==> src/hw/pswc_cfg.svh <==
// Offsets, field positions and reset values of the sleep controller.
// Included by bare name; definitions only.
`ifndef PSWC_CFG_SVH
`define PSWC_CFG_SVH
`define PSWC_OFS_CTRL 12'h000
`define PSWC_OFS_STAT 12'h004
`define PSWC_CTRL_DEEP 0
`define PSWC_CTRL_EXIT 1
`define PSWC_STAT_SLEEP 0
`define PSWC_STAT_DEEP 1
`define PSWC_STAT_EVT 2
`define PSWC_STAT_EVWAIT 3
`define PSWC_CTRL_RST 2'h0
`define PSWC_EVT_RST 1'b0
`endif

==> src/hw/pswc_pkg.sv <==
// Types shared by the sleep controller files.
// Assumes nothing of its surroundings.
package pswc_pkg;
    typedef enum logic [1:0] {
        RUN,
        SLEEP_IRQ,
        SLEEP_EVT
    } pswc_state_t;
endpackage

==> src/hw/pswc_evt_if.sv <==
// Set, clear and value of the one-bit event register.
// Assumes owner and user share one clock.
`timescale 1ns/1ps
interface pswc_evt_if;
    logic setEvt;
    logic clrEvt;
    logic evtVal;
    modport owner (input setEvt, input clrEvt, output evtVal);
    modport user (output setEvt, output clrEvt, input evtVal);
endinterface

==> src/hw/pswc_event_reg.sv <==
// One-bit event register behind the wait-for-event instruction.
// Assumes synchronous active-high reset on the core clock.
`timescale 1ns/1ps
`include "pswc_cfg.svh"
module pswc_event_reg (
    input wire logic clk,
    input wire logic srst,
    pswc_evt_if.owner evt
);
    logic evt_reg;
    logic evt_next;

    // Set beats clear so an event in the consuming cycle survives
    assign evt_next = evt.setEvt ? 1'b1 : (evt.clrEvt ? 1'b0 : evt_reg);
    assign evt.evtVal = evt_reg;

    // Storage
    always_ff @(posedge clk) begin
        if (srst) begin
            evt_reg <= `PSWC_EVT_RST;
        end else begin
            evt_reg <= evt_next;
        end
    end
endmodule

==> src/hw/pswc_top.sv <==
// Sleep entry and wakeup control of a processor core, with APB registers.
// Assumes the core pulses one instruction strobe per cycle at most.
`timescale 1ns/1ps
`include "pswc_cfg.svh"
module pswc_top (
    input wire logic clk,
    input wire logic srst,
    input wire logic psel,
    input wire logic penable,
    input wire logic pwrite,
    input wire logic [11:0] paddr,
    input wire logic [31:0] pwdata,
    output logic [31:0] prdata,
    output logic pready,
    output logic pslverr,
    input wire logic waitInterruptInstr,
    input wire logic waitEventInstr,
    input wire logic handlerExit,
    input wire logic excEntryReq,
    input wire logic irqAboveCurrent,
    input wire logic irqMaskBit,
    input wire logic faultMaskBit,
    input wire logic extEvent,
    input wire logic sendEventIn,
    input wire logic debugWake,
    output logic haltExec,
    output logic returnToThread,
    output logic handlerHold,
    output logic procClkStop,
    output logic sysClkStop,
    output logic pllOff,
    output logic flashOff,
    output logic eventFlag
);
    pswc_pkg::pswc_state_t state_reg;
    pswc_pkg::pswc_state_t state_next;
    logic [1:0] ctrl_reg;
    logic [1:0] ctrl_next;
    logic deep_reg;
    logic deep_next;
    logic [31:0] rdata_reg;
    logic procStop_reg;
    logic sysStop_reg;
    pswc_evt_if evtBus ();

    // Event register lives in its own small module
    pswc_event_reg u_evt (
        .clk(clk),
        .srst(srst),
        .evt(evtBus)
    );

    // Control fields
    wire deepSleepSelect = ctrl_reg[`PSWC_CTRL_DEEP];
    wire sleepOnHandlerExit = ctrl_reg[`PSWC_CTRL_EXIT];

    // APB decode; one access cycle, no wait states
    wire setupPh = psel & ~penable;
    wire accessPh = psel & penable;
    wire hitCtrl = paddr == `PSWC_OFS_CTRL;
    wire hitStat = paddr == `PSWC_OFS_STAT;
    wire mapped = hitCtrl | hitStat;
    wire ctrlWr = accessPh & pwrite & hitCtrl;
    assign pready = accessPh;
    assign pslverr = accessPh & ~mapped;
    assign prdata = rdata_reg;

    // Sleep state decode
    wire running = state_reg == pswc_pkg::RUN;
    wire inIrqSleep = state_reg == pswc_pkg::SLEEP_IRQ;
    wire inEvtSleep = state_reg == pswc_pkg::SLEEP_EVT;
    wire evtNow = evtBus.evtVal;

    // Masked but eligible interrupt still wakes the core
    wire maskedWake = irqMaskBit & ~faultMaskBit & irqAboveCurrent;
    wire excWake = excEntryReq | maskedWake;
    wire linkEvent = extEvent | sendEventIn;
    wire wakeIrq = inIrqSleep & (excWake | debugWake);
    wire wakeEvt = inEvtSleep & (excWake | linkEvent | debugWake);

    // Entry requests while running
    wire enterWfi = running & waitInterruptInstr;
    wire enterWfe = running & ~waitInterruptInstr & waitEventInstr
        & ~evtNow;
    wire passWfe = running & ~waitInterruptInstr & waitEventInstr
        & evtNow;
    wire enterExit = running & ~waitInterruptInstr & ~waitEventInstr
        & handlerExit & sleepOnHandlerExit;
    wire entering = enterWfi | enterWfe | enterExit;

    // Event register hookup; an event that wakes an event-wait is used up
    assign evtBus.setEvt = linkEvent & ~inEvtSleep;
    assign evtBus.clrEvt = passWfe;

    // Core-facing handshakes
    assign haltExec = entering | ~running;
    assign returnToThread = enterExit;
    assign handlerHold = maskedWake & ~excEntryReq & running;
    assign eventFlag = evtNow;

    // Clock and power controls come from flops
    assign procClkStop = procStop_reg;
    assign sysClkStop = sysStop_reg;
    assign pllOff = sysStop_reg;
    assign flashOff = sysStop_reg;

    // Next sleep state; RUN always reachable again after a wake
    always_comb begin
        state_next = state_reg;
        unique case (state_reg)
            pswc_pkg::RUN: begin
                if (enterWfi | enterExit) begin
                    state_next = pswc_pkg::SLEEP_IRQ;
                end else if (enterWfe) begin
                    state_next = pswc_pkg::SLEEP_EVT;
                end
            end
            pswc_pkg::SLEEP_IRQ: begin
                if (wakeIrq) begin
                    state_next = pswc_pkg::RUN;
                end
            end
            pswc_pkg::SLEEP_EVT: begin
                if (wakeEvt) begin
                    state_next = pswc_pkg::RUN;
                end
            end
            default: begin
                state_next = pswc_pkg::RUN;
            end
        endcase
    end

    // Depth is fixed at entry so a later write cannot half-wake the chip
    assign deep_next = entering ? deepSleepSelect : deep_reg;
    assign ctrl_next = ctrlWr ? pwdata[1:0] : ctrl_reg;

    // Sleep state and depth
    always_ff @(posedge clk) begin
        if (srst) begin
            state_reg <= pswc_pkg::RUN;
            deep_reg <= 1'b0;
        end else begin
            state_reg <= state_next;
            deep_reg <= deep_next;
        end
    end

    // Clock and power outputs follow the next state
    always_ff @(posedge clk) begin
        if (srst) begin
            procStop_reg <= 1'b0;
            sysStop_reg <= 1'b0;
        end else begin
            procStop_reg <= state_next != pswc_pkg::RUN;
            sysStop_reg <= (state_next != pswc_pkg::RUN) & deep_next;
        end
    end

    // Control register write
    always_ff @(posedge clk) begin
        if (srst) begin
            ctrl_reg <= `PSWC_CTRL_RST;
        end else begin
            ctrl_reg <= ctrl_next;
        end
    end

    // Read data captured in setup, held through the access cycle
    wire [31:0] statWord = {28'h0000000, inEvtSleep, evtNow, deep_reg,
        ~running};
    wire [31:0] rdSel = hitCtrl ? {30'h00000000, ctrl_reg} :
        (hitStat ? statWord : 32'h00000000);
    always_ff @(posedge clk) begin
        if (srst) begin
            rdata_reg <= 32'h00000000;
        end else if (setupPh) begin
            rdata_reg <= rdSel;
        end
    end

    // Checks on the sleep behaviour
    property p_clk_stop;
        @(posedge clk) disable iff (srst)
        procClkStop == ~running && sysClkStop == (~running & deep_reg)
        && pllOff == sysClkStop && flashOff == sysClkStop;
    endproperty
    a_clk_stop: assert property (p_clk_stop)
        else $error("clock stop outputs disagree with sleep state");

    // System clock never stops while the core clock still runs
    property p_deep_nest;
        @(posedge clk) disable iff (srst)
        sysClkStop |-> procClkStop;
    endproperty
    a_deep_nest: assert property (p_deep_nest)
        else $error("system clock stopped alone");

    // Bus answers in the access cycle; no wait states inserted
    property p_ready;
        @(posedge clk) disable iff (srst)
        psel && penable |-> pready && (pslverr == !mapped);
    endproperty
    a_ready: assert property (p_ready) else $error("apb answer");

    // Control write lands at the access edge
    property p_ctrl_wr;
        @(posedge clk) disable iff (srst)
        ctrlWr |=> ctrl_reg == $past(pwdata[1:0]);
    endproperty
    a_ctrl_wr: assert property (p_ctrl_wr) else $error("ctrl lost");

    property p_depth;
        @(posedge clk) disable iff (srst)
        entering |=> deep_reg == $past(deepSleepSelect) && sysClkStop
            == $past(deepSleepSelect);
    endproperty
    a_depth: assert property (p_depth) else $error("wrong depth");

    property p_wfi;
        @(posedge clk) disable iff (srst)
        running && waitInterruptInstr |-> haltExec ##1 inIrqSleep;
    endproperty
    a_wfi: assert property (p_wfi) else $error("wfi no sleep");

    // A stopped core clock always comes with a halted core
    property p_halt_asleep;
        @(posedge clk) disable iff (srst)
        procClkStop |-> haltExec;
    endproperty
    a_halt_asleep: assert property (p_halt_asleep)
        else $error("core runs while clock stopped");

    property p_wfe_sleep;
        @(posedge clk) disable iff (srst)
        running && !waitInterruptInstr && waitEventInstr && !eventFlag
            |-> haltExec ##1 inEvtSleep && procClkStop;
    endproperty
    a_wfe_sleep: assert property (p_wfe_sleep) else $error("wfe");

    property p_wfe_pass;
        @(posedge clk) disable iff (srst)
        running && !waitInterruptInstr && waitEventInstr && eventFlag
            && !extEvent && !sendEventIn |-> !haltExec ##1 running
            && !eventFlag;
    endproperty
    a_wfe_pass: assert property (p_wfe_pass) else $error("wfe pass");

    // Event in the consuming cycle survives; set beats clear
    property p_set_wins;
        @(posedge clk) disable iff (srst)
        running && !waitInterruptInstr && waitEventInstr && eventFlag
            && extEvent |=> eventFlag && running;
    endproperty
    a_set_wins: assert property (p_set_wins) else $error("evt eaten");

    property p_exit;
        @(posedge clk) disable iff (srst)
        running && !waitInterruptInstr && !waitEventInstr && handlerExit
            && sleepOnHandlerExit |-> returnToThread ##1 inIrqSleep;
    endproperty
    a_exit: assert property (p_exit) else $error("no sleep on exit");

    // Return strobe only in a sleep-on-exit entry cycle
    property p_ret_only;
        @(posedge clk) disable iff (srst)
        returnToThread |-> running && handlerExit && sleepOnHandlerExit;
    endproperty
    a_ret_only: assert property (p_ret_only) else $error("stray ret");

    property p_irq_hold;
        @(posedge clk) disable iff (srst)
        inIrqSleep && !excEntryReq && !maskedWake && !debugWake
            |=> inIrqSleep [*1];
    endproperty
    a_irq_hold: assert property (p_irq_hold) else $error("early");

    property p_masked;
        @(posedge clk) disable iff (srst)
        inIrqSleep && irqMaskBit && !faultMaskBit && irqAboveCurrent
            && !excEntryReq ##1 irqMaskBit && !faultMaskBit
            && irqAboveCurrent && !excEntryReq |-> running && handlerHold;
    endproperty
    a_masked: assert property (p_masked) else $error("mask wake");

    property p_evt_wake;
        @(posedge clk) disable iff (srst)
        inEvtSleep && (extEvent || sendEventIn) |=> running && !eventFlag;
    endproperty
    a_evt_wake: assert property (p_evt_wake) else $error("evt");

    // Event-wait sleep holds while no wake source is present
    property p_evt_hold;
        @(posedge clk) disable iff (srst)
        inEvtSleep && !excWake && !linkEvent && !debugWake |=> inEvtSleep;
    endproperty
    a_evt_hold: assert property (p_evt_hold) else $error("evt early");

    property p_spurious;
        @(posedge clk) disable iff (srst)
        !running && debugWake |=> running && (haltExec == (waitInterruptInstr
            || (waitEventInstr && !eventFlag)
            || (handlerExit && sleepOnHandlerExit)));
    endproperty
    a_spurious: assert property (p_spurious) else $error("dbg");

    property p_evt_set;
        @(posedge clk) disable iff (srst)
        running && extEvent |=> eventFlag;
    endproperty
    a_evt_set: assert property (p_evt_set) else $error("evt lost");

    c_deep: cover property (@(posedge clk) disable iff (srst)
        enterWfi && deepSleepSelect ##1 sysClkStop);
    c_evt_cycle: cover property (@(posedge clk) disable iff (srst)
        enterWfe ##[1:20] wakeEvt);
    c_exit: cover property (@(posedge clk) disable iff (srst)
        enterExit ##[1:20] wakeIrq);
    c_masked: cover property (@(posedge clk) disable iff (srst)
        inIrqSleep && maskedWake ##1 handlerHold);
endmodule

==> config.mk <==
export PLATFORM = sky130hd
export DESIGN_NAME = pswc_top
export DESIGN_NICKNAME = d
export VERILOG_FILES = /design/src/hw/pswc_pkg.sv /design/src/hw/pswc_evt_if.sv /design/src/hw/pswc_event_reg.sv /design/src/hw/pswc_top.sv
export VERILOG_INCLUDE_DIRS = /design/src /design/src/hw
export SDC_FILE = /design/constraint.sdc
export NUM_CORES = 1
export LEC_CHECK = 0
export ABC_AREA = 1
export BUFFER_PORTS_ARGS = -buffer_cell sky130_fd_sc_hd__buf_4
export CORE_ASPECT_RATIO = 0.9
export CORE_MARGIN = 4
export CORE_UTILIZATION = 30
export DETAILED_ROUTE_END_ITERATION = 8
export PLACE_DENSITY = 0.75
export SLEW_MARGIN = 0
export SYNTH_ARGS = -nofsm -noshare
export SYNTH_HDL_FRONTEND = slang
export SYNTH_SLANG_ARGS = --single-unit
==> constraint.sdc <==
create_clock -name clk -period 1.25 [get_ports clk]
set_clock_uncertainty 0.2 [all_clocks]
set_input_delay 0.0625 -clock clk [delete_from_list [all_inputs] [get_ports clk]]
set_output_delay 0.0625 -clock clk [all_outputs]
set_load 0.01 [all_outputs]
Word-level counts from Yosys, hierarchy flattened
Index checks and enable logic that the tools add are counted.

storage, ports and cells
  register bits = 40
  bits in latches = 0
  RAM bits = 0
  bits in read-only memories = 0
  input bits = 59
  output and inout bits = 42
  logic and storage cells = 64
  memories kept = 0

operators by class
  add/sub/neg operators = 0
  multiply operators = 0
  div/mod/pow operators = 0
  magnitude comparators = 0
  equality and inequality tests = 3
  shift-type cells = 0
  multiplexer cells = 10
  bitwise operators = 40
  reduce and logical (&&, ||, !) cells = 4

operators with widths
  operator               number
  $and A1 B1 Y1          21
  $eq A12 B3 Y1 const B  1
  $logic_not A12 Y1      1
  $or A1 B1 Y1           10
  $not A1 Y1             9
  $mux W2                4
  $mux W4                2
  $pmux W2 S3            1
  $reduce_bool A2 Y1     2
  $mux W1                3
  $eq A2 B1 Y1 const B   1
  $eq A2 B2 Y1 const B   1
  $logic_not A2 Y1       1

Depth between registers and ports, before layout
  depth after elaboration = 11
  depth in mapped cells = 8
  gate-level depth less buffers = 8

Cells and area by module
Synthesis repeated with hierarchy kept, for this count alone.

unflattened totals
  cell total of the unflattened synthesis = 146
  area, all modules = 968.4 um2

by module, submodules not included
  module          instances  cells an instance  area an instance (um2)  seq. area each (um2)
  pswc_top        1          141                928.4                   220.2
  pswc_event_reg  1          5                  40.0                    20.0

Least setup slack after synthesis
No wires, ideal clock.

  kind = flip-flop to flip-flop
  start point = reg state_reg[1]
  end point = reg sysStop_reg (netlist: flashOff)
  setup time = 116 ps
  arrival = 851 ps
  required time = 934 ps
  slack = 83 ps
  cell stages (with the launch flop) = 7
  path buffers = 0
  clock period less this slack = 1167 ps
  cell sequence = dfxtp_1 > nor2_4 > nand4_1 > nand2_1 > nand2_1 > nand3_1 > nor2_1

on the way
  word-level cells in the longest chain between the ends = 10
  elaborated cells on any way between the ends = 23
  those cells by class = 2 x eq/ne; 6 x mux; 13 x bitwise; 2 x reduce/logical

RTL lines
  item                         line                             text
  from (decl)                  pswc_top.sv:35                   pswc_pkg::pswc_state_t state_reg;
  from (signal assigned)       pswc_top.sv:141                  state_reg <= pswc_pkg::RUN;
  from (signal assigned)       pswc_top.sv:144                  state_reg <= state_next;
  $logic_not A2 Y1             pswc_top.sv:69, pswc_top.sv:110
  $and A1 B1 Y1                pswc_top.sv:83, pswc_top.sv:87
  $and A1 B1 Y1                pswc_top.sv:87                   wire enterExit = running & ~waitInterruptInstr & ~waitEventInstr
  $and A1 B1 Y1 (2 in series)  pswc_top.sv:88                   & handlerExit & sleepOnHandlerExit;
  $or A1 B1 Y1                 pswc_top.sv:112                  if (enterWfi | enterExit) begin
  $mux W2                      pswc_top.sv:112
  $pmux W2 S3                  pswc_top.sv:110                  unique case (state_reg)
  $reduce_bool A2 Y1           pswc_top.sv:156                  sysStop_reg <= (state_next != pswc_pkg::RUN) & deep_next;
  $and A1 B1 Y1 (*)            pswc_top.sv:156
  to (signal assigned)         pswc_top.sv:156
  to (decl)                    pswc_top.sv:43                   logic sysStop_reg;

Mark *: on every way between the ends. The rest lies on a longest branch, timed or not.
A chain may end at the register's enable or synchronous reset.

Final worst setup path
  start point = reg state_reg[1]
  end point = out haltExec

on the way
  word-level cells in the longest chain between the ends = 7
  elaborated cells on any way between the ends = 12
  those cells by class = 11 x bitwise; 1 x reduce/logical

RTL lines
  item                                           line                            text
  $logic_not A2 Y1 (*)                           pswc_top.sv:69                  wire running = state_reg == pswc_pkg::RUN;
  $and A1 B1 Y1                                  pswc_top.sv:83, pswc_top.sv:87
  $and A1 B1 Y1 (on tied branches)               pswc_top.sv:83, pswc_top.sv:87
  $and A1 B1 Y1 (on tied branches)               pswc_top.sv:84, pswc_top.sv:88
  $or A1 B1 Y1 or $and A1 B1 Y1 (tied branches)  pswc_top.sv:89, pswc_top.sv:88
  $or A1 B1 Y1                                   pswc_top.sv:89                  wire entering = enterWfi | enterWfe | enterExit;
  $or A1 B1 Y1 (*)                               pswc_top.sv:96                  assign haltExec = entering | ~running;
  to (decl)                                      pswc_top.sv:26                  output logic haltExec,

Marks and branches as above.

==> summary.md <==
| Metric | Value |
|---|---|
| Share of the synthesized area in the top cell type | `26.7%` |
| Portion of total power attributed to sequential cells | `41.0%` |
| Fin. Hold Viols | `0` |
| Initial antenna violation count | `0` |
| Htree depth | `1` |
| Post-synth top area cell | `dfxtp_1` |
| P&R area growth vs syn | `56.9%` |
| Synth Area per Inst | `6.47 um^2` |
| DRC | `0` |
| Finished Layout Cells | `239` |
| I/O pins | `101` |
| Seq cells post-synth | `12` |
| Power Dens Cells | `704 mW/mm^2` |
| Buffers on Ports | `42` |
| Leakage | `0.000749 uW` |
| Largest net degree at the start of global routing | `11` |
| Min Tclk post-route | `1450 ps` |
| Worst Path Arrival | `1190 ps` |
| Cells after Synth | `139` |
| P_sw | `313 uW` |
| Hold Crit Class | `in -> reg` |
| Comb pwr share | `34.8%` |
| Met3 Use GR | `3.20%` |
| ANT nets after route | `0` |
| Dpl hpwl | `1740 um` |
| Hold Crit Start | `debugWake` |
| Overall routing resource usage | `11.6%` |
| Outcome | `complete, but fails checks` |
| Sw Ratio | `31.5%` |
| Ys Warns | `0` |
| Clk pwr share | `24.2%` |
| Startpoint Class | `flip-flop` |
| First-pass GRT wire length | `3510 um` |
| Fmax | `689 MHz` |
| DIE HEIGHT | `60.0 um` |
| Critical Path Source | `state_reg[1]` |
| Area contributors post-synth | `dfxtp_1, buf_4, nand2_1` |
| Number of global-route vias before repair | `850` |
| Num CTS Buffers | `3` |
| Max_cap viols | `0` |
| Final #Nets | `260` |
| Clk buf depth | `2` |
| Worst endpoint required time | `990 ps` |
| Worst R2R Start | `state_reg[1]` |
| Post-synthesis async set-or-reset flop share | `0%` |
| Most common cell in the netlist | `buf_4` |
| Pint | `681 uW` |
| Commonest cells post-synth | `buf_4, nand2_1, nor2_1` |
| Grt ovf | `0` |
| Worst-skew pair later-pin latency | `270 ps` |
| Final setup vio count | `8` |
| VDD IR max | `383 uV` |
| Register area | `248 um^2` |
| Layout Utilization | `50.1%` |
| Routed length per instance | `10.4 um` |
| Post-Route WL | `2480 um` |
| Crit Path Category | `reg -> out` |
| Reg clk slew, reported paths | `80 ps` |
| Die area | `0.00394 mm^2` |
| DR vias | `958` |
| Area of the core | `0.00282 mm^2` |
| Clock net sink count | `12` |
| RSZ-0062 raised after global routing | `true` |
| Die X | `65.7 um` |
| CP Capture Type | `output port` |
| Grt peak-use layer | `met2` |
| Number of flip-flops in the largest register | `4` |
| Routability congestion estimate from global placement | `0.757` |
| Met2 usage | `22.4%` |
| 1st-pass router iterations | `4` |
| Initial core utilization | `32.0%` |
| Post-synth top flop | `dfxtp_1` |
| Clk Tree Root Cell | `clkbuf_4` |
| Mapped Area | `900 um^2` |
| GR Util met1 | `12.1%` |
| DRT iter0 DRCs | `23` |
| Final setup margin | `-202 ps` |
| Post-synth EDFFs | `0` |
| Part of the cycle the worst path needs | `116%` |
| Worst Path Max Fanout | `5` |
| Seq/Total Area, Yosys | `26.7%` |
| Rows | `18` |
| Drt via density | `4.01` |
| ANT cells | `0` |
| Fin. max-slew vios | `0` |
| Filler instances | `274` |
| Yosys cell types | `18` |
| Failing checks | `negative setup slack` |
| Placed insts | `221` |
| CTS tree | `yes` |
| Multi-input gate area | `520 um^2` |
| Layout cells sized above 1 | `37.7%` |
==> power groups by stage <==
stage | Sequential (uW) | Clock, uW | Combinational, uW
after detailed placement | 420 | 0 | 258
after global routing | 409 | 255 | 380
after floorplan | 424 | 0 | 193
after CTS | 410 | 242 | 310
after global placement | 419 | 0 | 256
final | 408 | 240 | 346
==> stage by stage <==
step	setup slack (ps)	total power (uW)	setup TNS [ps]	hold slack (ps)	instance area (um^2)
finish	-202	994	-985	0.403	1410
global route	-261	1040	-1530	57.6	1410
CTS	-225	961	-585	-5.53	1340
detailed placement	-36.7	678	-90.3	92.3	1170
global placement	-13.7	675	-21.4	99.3	1170
floorplan	82.7	618	0	-22.1	1000
==> cell families (layout without fill, tap and decap cells) <==
family	count (synthesis)	count (layout)	share of synthesized area [%]
flip-flops	12	12	26.7
other	1	28	0.417
AO/OA/AOI/OAI	9	9	5.42
AND/OR/NAND/NOR	66	66	33.5
buffers and inverters	51	84	33.9
==> layout make-up <==
type / instances / area share (%)
well taps: 40 / 3.55
flip-flops and latches: 12 / 17.6
repair buffers: 61 / 34.9
inverters: 20 / 5.50
multi-input cells: 103 / 36.9
clock buffers: 3 / 1.60
==> worst paths after layout <==
path | endpoint | slack [ps] | cells after the start
max | haltExec | -200 | 5
max reg2reg | flashOff | -130 | 6
min | state_reg[0] | 0.4 | 5
min reg2reg | prdata[3] | 270 | 2
==> layer usage <==
layer / part of all wire (%) / routed length, um
met5: 0 / 0
met1: 37 / 916
met4: 0.77 / 19
met3: 6.7 / 165
met2: 56 / 1370
==> cell usage in the layout, fill, tap and decap left out <==
cell type | netlist | final
a21oi_1 | 7 | 6
a21oi_2 | 0 | 1
buf_4 | 30 | 49
buf_6 | 0 | 4
clkbuf_4 | 0 | 3
conb_1 | 1 | 28
dfxtp_1 | 12 | 10
dfxtp_4 | 0 | 2
dlygate4sd3_1 | 0 | 8
inv_1 | 20 | 19
inv_4 | 0 | 1
nand2_1 | 23 | 21
nand2_2 | 0 | 2
nand3_1 | 11 | 8
nand3_2 | 1 | 4
nand4_1 | 4 | 4
nor2_1 | 21 | 18
nor2_2 | 1 | 4
nor2_4 | 2 | 2
nor3_2 | 0 | 1
nor4_4 | 0 | 1
o22ai_1 | 1 | 1
o31ai_4 | 0 | 1
or2_0 | 1 | 1
==> worst max-delay path: stages, from the launching register on <==
cell and delay [ps]:
dfxtp_4 350, nor2_4 150, buf_4 140, nand2_2 80, nand3_1 70, buf_4 120
==> repair_timing <==
item | 4_1_cts | 5_1_grt
buffers inserted | 5 | 2
hold endpoints to repair | 12 | 0
setup endpoints to repair | 6 | 10
gates cloned | 0 | 0
pin swaps | 5 | 6
resized for setup | 11 | 13
hold buffers | 8 | 0
Note: power is estimated with default switching activity, not from simulation.
